$ cat src/hdl/match_cmp_pkg.sv
package match_cmp_pkg;

   // widths of the watched system buses
   localparam int ADDR_W = 18;
   localparam int DATA_W = 16;
   localparam int BYTE_W = 8;
   localparam int CTRL_W = 8;
   localparam int NUM_CH = 3;

   // apb register byte offsets
   localparam logic [11:0] OFF_CTRL_A    = 12'h000;
   localparam logic [11:0] OFF_CTRL_B    = 12'h004;
   localparam logic [11:0] OFF_CTRL_C    = 12'h008;
   localparam logic [11:0] OFF_ADDR_A    = 12'h00c;
   localparam logic [11:0] OFF_ADDR_B    = 12'h010;
   localparam logic [11:0] OFF_ADDR_C    = 12'h014;
   localparam logic [11:0] OFF_DATA_CMP  = 12'h018;
   localparam logic [11:0] OFF_DATA_MASK = 12'h01c;
   localparam logic [11:0] OFF_RANGE     = 12'h020;
   localparam logic [11:0] OFF_STATUS    = 12'h024;
   localparam logic [11:0] OFF_LAST_ADDR = 12'h028;

   // comparator control field positions
   localparam int BIT_ENABLE   = 0;
   localparam int BIT_DIR_QUAL = 1;
   localparam int BIT_DIR_READ = 2;
   localparam int BIT_SZ_QUAL  = 3;
   localparam int BIT_SZ_BYTE  = 4;
   localparam int BIT_TAG      = 5;
   localparam int BIT_HALT     = 6;
   localparam int BIT_MISMATCH = 7;

   // data register field positions: high byte over bits 15:8
   localparam int DATA_HI_LSB = 8;
   localparam int DATA_LO_LSB = 0;

   // range control encodings, in bits 1:0 of the range register
   localparam int RANGE_W = 2;
   localparam logic [RANGE_W-1:0] RANGE_OFF     = 2'h0;
   localparam logic [RANGE_W-1:0] RANGE_INSIDE  = 2'h1;
   localparam logic [RANGE_W-1:0] RANGE_OUTSIDE = 2'h2;

   // reset values
   localparam logic [CTRL_W-1:0]  CTRL_RST  = 8'h00;
   localparam logic [ADDR_W-1:0]  ADDR_RST  = 18'h00000;
   localparam logic [DATA_W-1:0]  DATA_RST  = 16'h0000;
   localparam logic [RANGE_W-1:0] RANGE_RST = 2'h0;
   localparam logic [NUM_CH-1:0]  CH_RST    = 3'h0;

endpackage

$ cat src/hdl/addr_compare.sv
`timescale 1ns/1ps
// one comparator's address checks against the current bus address
module addr_compare
   import match_cmp_pkg::*;
(
   input  wire logic [ADDR_W-1:0] cfg_addr,
   input  wire logic [ADDR_W-1:0] bus_addr,
   input  wire logic              word_grain,
   output logic                   addr_equal,
   output logic                   addr_at_or_above,
   output logic                   addr_at_or_below
);

   logic [ADDR_W-1:0] grain_mask;
   logic [ADDR_W-1:0] cfg_m;
   logic [ADDR_W-1:0] bus_m;

   // tagged range bounds only resolve to word granularity, so bit 0 drops out
   assign grain_mask = word_grain ? {{(ADDR_W-1){1'b1}}, 1'b0} : {ADDR_W{1'b1}};
   assign cfg_m      = cfg_addr & grain_mask;
   assign bus_m      = bus_addr & grain_mask;

   // starting address only: a word at n-1 never equals n
   assign addr_equal       = (bus_m == cfg_m);
   assign addr_at_or_above = (bus_m >= cfg_m);
   assign addr_at_or_below = (bus_m <= cfg_m);

endmodule // addr_compare

$ cat src/hdl/data_compare.sv
`timescale 1ns/1ps
// masked data bus compare for the first comparator
module data_compare
   import match_cmp_pkg::*;
(
   input  wire logic [DATA_W-1:0] bus_data,
   input  wire logic [DATA_W-1:0] cmp_data,
   input  wire logic [DATA_W-1:0] cmp_mask,
   input  wire logic              mismatch_mode,
   output logic                   data_hit
);

   logic [DATA_W-1:0] diff_bits;

   // only bits with a set mask take part
   assign diff_bits = (bus_data ^ cmp_data) & cmp_mask;

   // equality: no enabled bit differs, so an empty mask always passes;
   // difference: some enabled bit differs, so an empty mask never passes
   assign data_hit = mismatch_mode ? (|diff_bits)
                                   : ~(|diff_bits);

endmodule // data_compare

$ cat src/hdl/debug_bus_match_comparators.sv
`timescale 1ns/1ps
// What this block does
// - third comparator: exact address plus direction only
// - direction qualify off matches both; select picks
// - second comparator may also qualify transfer size
// - size select 0 word, 1 byte
// - byte-configured comparator ignores covering word transfers
// - first comparator compares data, lower address high
// - mask selects which data bits are compared
// - equality mode: masked bits equal; empty mask passes
// - difference mode: masked bit differs; empty never matches
// - range: first comparator's direction bits govern
// - range mode ignores all size qualification
// - range tagging from first comparator only
// - range halt enable from first comparator only
// - tagged range bounds resolve to word granularity
// - inside: at/above first and at/below second
// - straddling words judged by aligned start address
// - outside: below first or above second
// - all comparators idle in background debug
// - tagging ignores qualifiers and data; exact address, or the window in range mode
module debug_bus_match_comparators
   import match_cmp_pkg::*;
(
   input  wire logic              pclk,
   input  wire logic              presetn,
   // apb slave
   input  wire logic              psel,
   input  wire logic              penable,
   input  wire logic              pwrite,
   input  wire logic [11:0]       paddr,
   input  wire logic [31:0]       pwdata,
   output logic [31:0]            prdata,
   output logic                   pready,
   output logic                   pslverr,
   // watched cpu system bus
   input  wire logic              bus_valid,
   input  wire logic [ADDR_W-1:0] bus_addr,
   input  wire logic [DATA_W-1:0] bus_data,
   input  wire logic              bus_read,
   input  wire logic              bus_word,
   input  wire logic              background_debug_state,
   input  wire logic              background_debug_access,
   // match outputs toward sequencer, tag logic and breakpoint logic
   output logic [NUM_CH-1:0]      match_forced,
   output logic [NUM_CH-1:0]      match_tag_request,
   output logic                   halt_request
);

   // configuration registers
   logic [CTRL_W-1:0]  first_comparator_control_ff;
   logic [CTRL_W-1:0]  second_comparator_control_ff;
   logic [CTRL_W-1:0]  third_comparator_control_ff;
   logic [ADDR_W-1:0]  first_addr_ff;
   logic [ADDR_W-1:0]  second_addr_ff;
   logic [ADDR_W-1:0]  third_addr_ff;
   logic [DATA_W-1:0]  data_compare_ff;
   logic [DATA_W-1:0]  data_mask_ff;
   logic [RANGE_W-1:0] range_control_ff;
   // status and outputs
   logic [NUM_CH-1:0]  sticky_ff;
   logic [ADDR_W-1:0]  last_addr_ff;
   logic [NUM_CH-1:0]  match_forced_ff;
   logic [NUM_CH-1:0]  match_tag_ff;
   logic               halt_ff;
   logic [31:0]        prdata_ff;

   logic               setup_phase;
   logic               write_take;
   logic               addr_mapped;
   logic [31:0]        nxt_prdata;

   logic               first_comparator_enable;
   logic               second_comparator_enable;
   logic               range_active;
   logic               bus_watch;
   logic [NUM_CH-1:0]  eq;
   logic [NUM_CH-1:0]  at_or_above;
   logic [NUM_CH-1:0]  at_or_below;
   logic               range_word_grain;
   logic               data_hit;
   logic [DATA_W-1:0]  data_compare_high_low;
   logic [NUM_CH-1:0]  hit;
   logic [NUM_CH-1:0]  hit_tagged;
   logic [NUM_CH-1:0]  hit_halt;
   logic               range_hit;

   // direction qualifier shared by all three comparators
   function automatic logic dir_ok(input logic [CTRL_W-1:0] ctrl, input logic rd);
      dir_ok = ~ctrl[BIT_DIR_QUAL] | (ctrl[BIT_DIR_READ] == rd);
   endfunction

   // size qualifier, byte select set means only byte transfers pass
   function automatic logic size_ok(input logic [CTRL_W-1:0] ctrl, input logic word);
      size_ok = ~ctrl[BIT_SZ_QUAL] | (ctrl[BIT_SZ_BYTE] == ~word);
   endfunction

   // register decode helper, used by write and read paths
   function automatic logic is_reg(input logic [11:0] a, input logic [11:0] off);
      is_reg = (a == off);
   endfunction

   // apb slave: zero wait states, read data captured in setup so it comes from a flop
   assign setup_phase = psel & ~penable;
   assign write_take  = psel & penable & pwrite & addr_mapped;
   assign pready      = 1'b1;
   assign pslverr     = psel & penable & ~addr_mapped;
   assign prdata      = prdata_ff;

   assign addr_mapped = is_reg(paddr, OFF_CTRL_A) | is_reg(paddr, OFF_CTRL_B)
                      | is_reg(paddr, OFF_CTRL_C) | is_reg(paddr, OFF_ADDR_A)
                      | is_reg(paddr, OFF_ADDR_B) | is_reg(paddr, OFF_ADDR_C)
                      | is_reg(paddr, OFF_DATA_CMP) | is_reg(paddr, OFF_DATA_MASK)
                      | is_reg(paddr, OFF_RANGE) | is_reg(paddr, OFF_STATUS)
                      | is_reg(paddr, OFF_LAST_ADDR);

   // read mux, narrow registers sit in the low bits with zeros above
   always_comb begin
      nxt_prdata = 32'h0000_0000;
      unique case (1'b1)
         is_reg(paddr, OFF_CTRL_A):    nxt_prdata[CTRL_W-1:0]  = first_comparator_control_ff;
         is_reg(paddr, OFF_CTRL_B):    nxt_prdata[CTRL_W-1:0]  = second_comparator_control_ff;
         is_reg(paddr, OFF_CTRL_C):    nxt_prdata[CTRL_W-1:0]  = third_comparator_control_ff;
         is_reg(paddr, OFF_ADDR_A):    nxt_prdata[ADDR_W-1:0]  = first_addr_ff;
         is_reg(paddr, OFF_ADDR_B):    nxt_prdata[ADDR_W-1:0]  = second_addr_ff;
         is_reg(paddr, OFF_ADDR_C):    nxt_prdata[ADDR_W-1:0]  = third_addr_ff;
         is_reg(paddr, OFF_DATA_CMP):  nxt_prdata[DATA_W-1:0]  = data_compare_ff;
         is_reg(paddr, OFF_DATA_MASK): nxt_prdata[DATA_W-1:0]  = data_mask_ff;
         is_reg(paddr, OFF_RANGE):     nxt_prdata[RANGE_W-1:0] = range_control_ff;
         is_reg(paddr, OFF_STATUS):    nxt_prdata[NUM_CH-1:0]  = sticky_ff;
         is_reg(paddr, OFF_LAST_ADDR): nxt_prdata[ADDR_W-1:0]  = last_addr_ff;
         default:                      nxt_prdata              = 32'h0000_0000;
      endcase
   end

   // read data is latched in the setup cycle, a write in the access cycle
   // cannot change it in the same transfer
   always_ff @(posedge pclk or negedge presetn) begin
      if (!presetn) begin
         prdata_ff <= 32'h0000_0000;
      end else if (setup_phase) begin
         prdata_ff <= nxt_prdata;
      end
   end

   // comparator control and address registers
   always_ff @(posedge pclk or negedge presetn) begin
      if (!presetn) begin
         first_comparator_control_ff  <= CTRL_RST;
         second_comparator_control_ff <= CTRL_RST;
         third_comparator_control_ff  <= CTRL_RST;
         first_addr_ff                <= ADDR_RST;
         second_addr_ff               <= ADDR_RST;
         third_addr_ff                <= ADDR_RST;
      end else if (write_take) begin
         if (is_reg(paddr, OFF_CTRL_A)) first_comparator_control_ff  <= pwdata[CTRL_W-1:0];
         if (is_reg(paddr, OFF_CTRL_B)) second_comparator_control_ff <= pwdata[CTRL_W-1:0];
         if (is_reg(paddr, OFF_CTRL_C)) third_comparator_control_ff  <= pwdata[CTRL_W-1:0];
         if (is_reg(paddr, OFF_ADDR_A)) first_addr_ff  <= pwdata[ADDR_W-1:0];
         if (is_reg(paddr, OFF_ADDR_B)) second_addr_ff <= pwdata[ADDR_W-1:0];
         if (is_reg(paddr, OFF_ADDR_C)) third_addr_ff  <= pwdata[ADDR_W-1:0];
      end
   end

   // data compare, mask and range mode registers
   always_ff @(posedge pclk or negedge presetn) begin
      if (!presetn) begin
         data_compare_ff  <= DATA_RST;
         data_mask_ff     <= DATA_RST;
         range_control_ff <= RANGE_RST;
      end else if (write_take) begin
         if (is_reg(paddr, OFF_DATA_CMP))  data_compare_ff  <= pwdata[DATA_W-1:0];
         if (is_reg(paddr, OFF_DATA_MASK)) data_mask_ff     <= pwdata[DATA_W-1:0];
         if (is_reg(paddr, OFF_RANGE))     range_control_ff <= pwdata[RANGE_W-1:0];
      end
   end

   // comparator datapath
   assign first_comparator_enable  = first_comparator_control_ff[BIT_ENABLE];
   assign second_comparator_enable = second_comparator_control_ff[BIT_ENABLE];

   // the pair works as a range only with both enables set; a half-set pair
   // drops back to two single comparators rather than a lopsided range
   assign range_active = (range_control_ff != RANGE_OFF)
                       & first_comparator_enable & second_comparator_enable;

   // nothing is watched while background debug owns the bus
   assign bus_watch = bus_valid & ~background_debug_state
                    & ~background_debug_access;

   assign range_word_grain = range_active & first_comparator_control_ff[BIT_TAG];

   // high data byte belongs to the lower address of a word
   assign data_compare_high_low = {data_compare_ff[DATA_HI_LSB +: BYTE_W],
                                   data_compare_ff[DATA_LO_LSB +: BYTE_W]};

   addr_compare u_addr_first (
      .cfg_addr         (first_addr_ff),
      .bus_addr         (bus_addr),
      .word_grain       (range_word_grain),
      .addr_equal       (eq[0]),
      .addr_at_or_above (at_or_above[0]),
      .addr_at_or_below (at_or_below[0])
   );

   addr_compare u_addr_second (
      .cfg_addr         (second_addr_ff),
      .bus_addr         (bus_addr),
      .word_grain       (range_word_grain),
      .addr_equal       (eq[1]),
      .addr_at_or_above (at_or_above[1]),
      .addr_at_or_below (at_or_below[1])
   );

   addr_compare u_addr_third (
      .cfg_addr         (third_addr_ff),
      .bus_addr         (bus_addr),
      .word_grain       (1'b0),
      .addr_equal       (eq[2]),
      .addr_at_or_above (at_or_above[2]),
      .addr_at_or_below (at_or_below[2])
   );

   data_compare u_data (
      .bus_data      (bus_data),
      .cmp_data      (data_compare_high_low),
      .cmp_mask      (data_mask_ff),
      .mismatch_mode (first_comparator_control_ff[BIT_MISMATCH]),
      .data_hit      (data_hit)
   );

   // range window on the aligned start address, so a straddling word is
   // judged by where it begins
   always_comb begin
      range_hit = 1'b0;
      if (range_control_ff == RANGE_INSIDE) begin
         range_hit = at_or_above[0] & at_or_below[1];
      end else if (range_control_ff == RANGE_OUTSIDE) begin
         range_hit = ~at_or_above[0] | ~at_or_below[1];
      end
   end

   // channel hits; tagging drops every qualifier and the data compare
   always_comb begin
      hit        = CH_RST;
      hit_tagged = CH_RST;
      hit_halt   = CH_RST;
      if (bus_watch) begin
         if (range_active) begin
            // pair uses the first comparator's direction, tag and halt bits,
            // size bits of both are ignored
            hit[0] = range_hit & (first_comparator_control_ff[BIT_TAG]
                   | (dir_ok(first_comparator_control_ff, bus_read) & data_hit));
            hit_tagged[0] = first_comparator_control_ff[BIT_TAG];
            hit_halt[0]   = first_comparator_control_ff[BIT_HALT];
         end else begin
            hit[0] = first_comparator_enable & eq[0]
                   & (first_comparator_control_ff[BIT_TAG]
                   | (dir_ok(first_comparator_control_ff, bus_read)
                   & size_ok(first_comparator_control_ff, bus_word) & data_hit));
            hit[1] = second_comparator_enable & eq[1]
                   & (second_comparator_control_ff[BIT_TAG]
                   | (dir_ok(second_comparator_control_ff, bus_read)
                   & size_ok(second_comparator_control_ff, bus_word)));
            hit_tagged[0] = first_comparator_control_ff[BIT_TAG];
            hit_tagged[1] = second_comparator_control_ff[BIT_TAG];
            hit_halt[0]   = first_comparator_control_ff[BIT_HALT];
            hit_halt[1]   = second_comparator_control_ff[BIT_HALT];
         end
         hit[2] = third_comparator_control_ff[BIT_ENABLE] & eq[2]
                & (third_comparator_control_ff[BIT_TAG]
                | dir_ok(third_comparator_control_ff, bus_read));
         hit_tagged[2] = third_comparator_control_ff[BIT_TAG];
         hit_halt[2]   = third_comparator_control_ff[BIT_HALT];
      end
   end

   // outputs: one-cycle pulses, one clock after the matching bus cycle
   always_ff @(posedge pclk or negedge presetn) begin
      if (!presetn) begin
         match_forced_ff <= CH_RST;
         match_tag_ff    <= CH_RST;
         halt_ff         <= 1'b0;
      end else begin
         match_forced_ff <= hit & ~hit_tagged;
         match_tag_ff    <= hit & hit_tagged;
         halt_ff         <= |(hit & hit_halt);
      end
   end

   assign match_forced      = match_forced_ff;
   assign match_tag_request = match_tag_ff;
   assign halt_request      = halt_ff;

   // sticky hit flags, write one to clear; a hit in the clearing cycle wins
   always_ff @(posedge pclk or negedge presetn) begin
      if (!presetn) begin
         sticky_ff <= CH_RST;
      end else begin
         sticky_ff <= (sticky_ff & ~((write_take & is_reg(paddr, OFF_STATUS))
                    ? pwdata[NUM_CH-1:0] : CH_RST)) | hit;
      end
   end

   // address of the most recent matching bus cycle, for software post-mortem
   always_ff @(posedge pclk or negedge presetn) begin
      if (!presetn) begin
         last_addr_ff <= ADDR_RST;
      end else if (|hit) begin
         last_addr_ff <= bus_addr;
      end
   end

endmodule // debug_bus_match_comparators

$ cat config.mk
export PLATFORM = sky130hd
export DESIGN_NAME = debug_bus_match_comparators
export DESIGN_NICKNAME = d
export VERILOG_FILES = /design/src/hdl/match_cmp_pkg.sv /design/src/hdl/addr_compare.sv /design/src/hdl/data_compare.sv /design/src/hdl/debug_bus_match_comparators.sv
export SDC_FILE = /design/constraint.sdc
export NUM_CORES = 1
export LEC_CHECK = 0
export ABC_AREA = 1
export BUFFER_PORTS_ARGS = -buffer_cell sky130_fd_sc_hd__buf_4
export CORE_AREA = 4 4 146 148
export DETAILED_ROUTE_END_ITERATION = 6
export DIE_AREA = 0 0 150 152
export GPL_TIMING_DRIVEN = 0
export PLACE_DENSITY = 0.68
export SETUP_SLACK_MARGIN = 0.4
export SKIP_LAST_GASP = 1
export SYNTH_ARGS = -nofsm -noshare
export SYNTH_HDL_FRONTEND = slang
export SYNTH_SLANG_ARGS = --single-unit
$ cat constraint.sdc
create_clock -name pclk -period 2.5 [get_ports pclk]
set_input_delay 0.25 -clock pclk [delete_from_list [all_inputs] [get_ports pclk]]
set_output_delay 0.25 -clock pclk [all_outputs]
set_load 0.01 [all_outputs]
==> flow_metrics.env <==
export IMPL_critical_path_max_stage_delay_ps=380
export IMPL_postRouteWirelength_um=27900
export IMPL_worst_ep_required_time_ps=2810
export IMPL_flow_area_growth_from_synthesis_pct=22.9
export IMPL_r2r_end="last_addr_ff[13]"
export IMPL_post_place_cells=1517
export IMPL_fin_crit_sh=0.989
export IMPL_crit_fanout=10
export IMPL_cell_with_the_biggest_individual_delay_on_the_critical_path="sky130_fd_sc_hd__dfrtp_1"
export IMPL_tritoncts_buffers=17
export IMPL_grt_use_total=0.245
export IMPL_timing_critical_path_from_type="flip-flop"
export IMPL_fillers=1948
export IMPL_regToRegStartpoint="first_comparator_control_ff[0]"
export IMPL_port_buffers=99
export IMPL_number_of_flops_mapped_to_enable_cells_by_yosys=0
export IMPL_floorplan_io_pins=129
export IMPL_power_density_normalized_to_cell_area_nw_per_um2=510
export IMPL_worst_setup_ep="last_addr_ff[13]"
export IMPL_core_region_area_um2=20000
export IMPL_class_of_the_tightest_hold_or_removal_check="in2reg"
export IMPL_grt_antenna_before_repair=0
export IMPL_ys_ff_latch=158
export IMPL_static_leakage_power_nw=5.23
export IMPL_reg2reg_setup_slack_ps=30
export IMPL_cp_arrival_ps=2790
export IMPL_synth_cells=1134
export IMPL_finalNetCount=1406
export IMPL_length_in_cells_of_the_worst_reg_to_reg_path=15
export IMPL_clock_skew_ps=8.73
export IMPL_post_synth_num_cell_types=41
export IMPL_die_area_um2=22800
export IMPL_drc_errors=1
export IMPL_number_of_design_rule_violations_left_by_the_first_detailed_router_iteration=1070
export IMPL_violations="design-rule violations"
export IMPL_peakVddDrop_mv=0.419
export IMPL_vias=8280
export IMPL_critPathKind="reg2reg"
export IMPL_wire_per_inst_um=17.8
export IMPL_yosysSeqAreaShare=0.448
export IMPL_syn_mean_instance_area_um2=7.78
export IMPL_slew_limit_headroom=0.537
export IMPL_floorplan_rows=52
export IMPL_insertedDiodeCount=0
export IMPL_synth_top_flop_cell="sky130_fd_sc_hd__dfrtp_1"
export IMPL_timing_critical_path_depth=15
export IMPL_slew_viol_final=0
export IMPL_post_layout_nonfiller_instances=1564
export IMPL_cp_startpoint="first_comparator_control_ff[0]"
export IMPL_drt_pre_antenna_iters=7
export IMPL_grt_max_degree=82
export IMPL_first_global_vias=7655
export IMPL_drive_gt1_frac=0.202
export IMPL_cts_tree="yes"
export IMPL_clock_sink_count=158
export IMPL_grt_pass1_wl_um=43300
export IMPL_grt_overflow=0
export IMPL_floorplan_die_width_um=150
export IMPL_cell_by_cell_trace_of_the_critical_path="inv_2, nor3_4, inv_2, nor2_4, nor2_1, ha_1, nand2_1, inv_2, o2111ai_1, nor3_1, nand2_1, buf_2, buf_2, nand4_1, nand2_1"
export IMPL_hold_worst_slack_ps=77.6
export IMPL_most_common_cell_after_layout_fill_and_taps_aside="sky130_fd_sc_hd__nand2_1"
export IMPL_maxCapViolCount=0
export IMPL_path_delay_family="simple AND/OR/NAND/NOR gates"
export IMPL_critical_path_endpoint_type="flip-flop"
export IMPL_placer_s_final_routability_congestion_estimate=0.974
export IMPL_commonest_cells_after_routing_fill_and_taps_aside="sky130_fd_sc_hd__nand2_1 (307), sky130_fd_sc_hd__dfrtp_1 (158), sky130_fd_sc_hd__inv_1 (133)"
export IMPL_cts_path_max_buffers=2
export IMPL_clock_tree_htree_level_count=4
export IMPL_critical_path_buf_inv_count=5
export IMPL_run_status="finished with violations"
export IMPL_clock_root_buffer="sky130_fd_sc_hd__clkbuf_16"
export IMPL_ys_async_sr_fraction=1.00
export IMPL_drt_vias_per_instance=5.29
export IMPL_synthesis_yosys_warnings=0
export IMPL_setup_violations=0
export IMPL_maxClockFrequency_ghz=0.405
export IMPL_final_antenna_net_count=0
export IMPL_post_synth_instance_area_um2=8820
export IMPL_clk_pin_slew_worst_paths_ps=70
export IMPL_clk_latency_ps=430
export IMPL_timing_hold_violations_final=0
export IMPL_die_height_um=152
export IMPL_dp_hpwl_um=21300
export IMPL_rsz0062_at_grt="true"
export IMPL_utilization=0.541
export IMPL_final_min_clock_period_ps=2470
export IMPL_worst_pin_slew_ps=692
export IMPL_effective_utilization_at_floorplan=0.440
-- cell families (layout without fill, tap and decap cells) --
group / count (synthesis) / count (layout) / share of synthesized area
xor gates and xnor gates: 5 / 5 / 0.00496
and+or+nand+nor: 506 / 506 / 0.245
buffers and inverters: 198 / 345 / 0.0960
DFF: 158 / 158 / 0.448
AOI/OAI and AO/OA: 229 / 229 / 0.154
other: 2 / 15 / 0.000851
adders and majority gates: 36 / 36 / 0.0511
-- worst reg2reg max path, cell delays in order, from the launching register on --
cell and delay (ps):
sky130_fd_sc_hd__dfrtp_1 380, sky130_fd_sc_hd__inv_2 70, sky130_fd_sc_hd__nor3_4 210, sky130_fd_sc_hd__inv_2 90, sky130_fd_sc_hd__nor2_4 100, sky130_fd_sc_hd__nor2_1 50, sky130_fd_sc_hd__ha_1 270, sky130_fd_sc_hd__nand2_1 60
sky130_fd_sc_hd__inv_2 70, sky130_fd_sc_hd__o2111ai_1 150, sky130_fd_sc_hd__nor3_1 200, sky130_fd_sc_hd__nand2_1 130, sky130_fd_sc_hd__buf_2 210, sky130_fd_sc_hd__buf_2 200, sky130_fd_sc_hd__nand4_1 110, sky130_fd_sc_hd__nand2_1 60
-- worst min path at each step --
stage,start,endpoint,cells past startpoint
after global placement,second_comparator_control_ff[5],match_forced[1],1
final,bus_addr[14],last_addr_ff[14],3
after floorplan,presetn,data_compare_ff[0],0
after CTS,bus_addr[12],last_addr_ff[12],3
after detailed placement,presetn,first_addr_ff[11],1
after global routing,bus_addr[12],last_addr_ff[12],3
-- area by class of cell --
type	instances	area [um^2]	area share
clock buffers	18	439	0.0405
flip-flops and latches	158	3950	0.365
inverters	152	578	0.0533
multi-input cells	791	4200	0.387
repair buffers	116	908	0.0838
clock inverters	13	106	0.00981
well taps	270	338	0.0312
plain buffers	46	319	0.0294
-- cells in the mapped netlist, types with 7 or more instances --
| cell type | n | area [um^2] |
|---|---|---|
| sky130_fd_sc_hd__buf_2 | 20 | 100 |
| sky130_fd_sc_hd__o21ai_2 | 16 | 140 |
| sky130_fd_sc_hd__o22ai_1 | 24 | 150 |
| sky130_fd_sc_hd__clkbuf_1 | 7 | 26.3 |
| sky130_fd_sc_hd__ha_1 | 36 | 450 |
| sky130_fd_sc_hd__inv_2 | 14 | 52.6 |
| sky130_fd_sc_hd__o21ai_0 | 33 | 165 |
| sky130_fd_sc_hd__nor2_1 | 84 | 315 |
| sky130_fd_sc_hd__nand2_1 | 314 | 1180 |
| sky130_fd_sc_hd__buf_4 | 17 | 128 |
| sky130_fd_sc_hd__a221oi_1 | 12 | 105 |
| sky130_fd_sc_hd__nand4_1 | 26 | 163 |
| sky130_fd_sc_hd__nand3_1 | 49 | 245 |
| sky130_fd_sc_hd__inv_1 | 138 | 518 |
| sky130_fd_sc_hd__dfrtp_1 | 158 | 3950 |
| sky130_fd_sc_hd__a211oi_1 | 8 | 60.1 |
| sky130_fd_sc_hd__a21oi_1 | 26 | 130 |
| sky130_fd_sc_hd__o21ai_1 | 94 | 470 |
-- metrics by stage --
step                      TNS [ps]  area (um^2)  total power [mW]  setup slack, ps
after floorplan                  0         8910              2.84              290
after global placement      -15900         9990              3.11             -274
after detailed placement    -16940        10000              3.12             -280
after CTS                        0        10700              5.53             97.5
after global routing         -2430        10800              5.71             -155
final                            0        10800              5.52             28.3
-- metal layers --
layer  part of all wire  wire [um]  GRT usage
met1               0.45      12600      0.364
met2               0.44      12300      0.364
met3              0.078       2170     0.0435
met4              0.029        810     0.0745
met5                  0          0          0
-- state kept, by name (all words and copies together) (netlist names), 16 cells and up --
name             flops
data_compare_ff     16
third_addr_ff       18
second_addr_ff      18
first_addr_ff       18
last_addr_ff        18
data_mask_ff        16
prdata              18
-- where the power goes --
| group | total, mW | switching (mW) | internal (mW) | leakage, nW |
|---|---|---|---|---|
| sequential | 2.60 | 0.0162 | 2.58 | 2.19 |
| combinational | 0.483 | 0.295 | 0.188 | 2.79 |
| clock | 2.44 | 1.14 | 1.31 | 0.253 |
| total | 5.52 | 1.45 | 4.07 | 5.23 |
-- what timing repair did --
action                                  CTS  global route
endpoints found under the setup margin  120           117
endpoints found under the hold margin    77             0
buffers inserted                         10             3
pin swaps                                13             7
hold buffers                              1             0
resized for setup                        15            30
gates cloned                              2             0
Power figures use the tool's default switching activity.
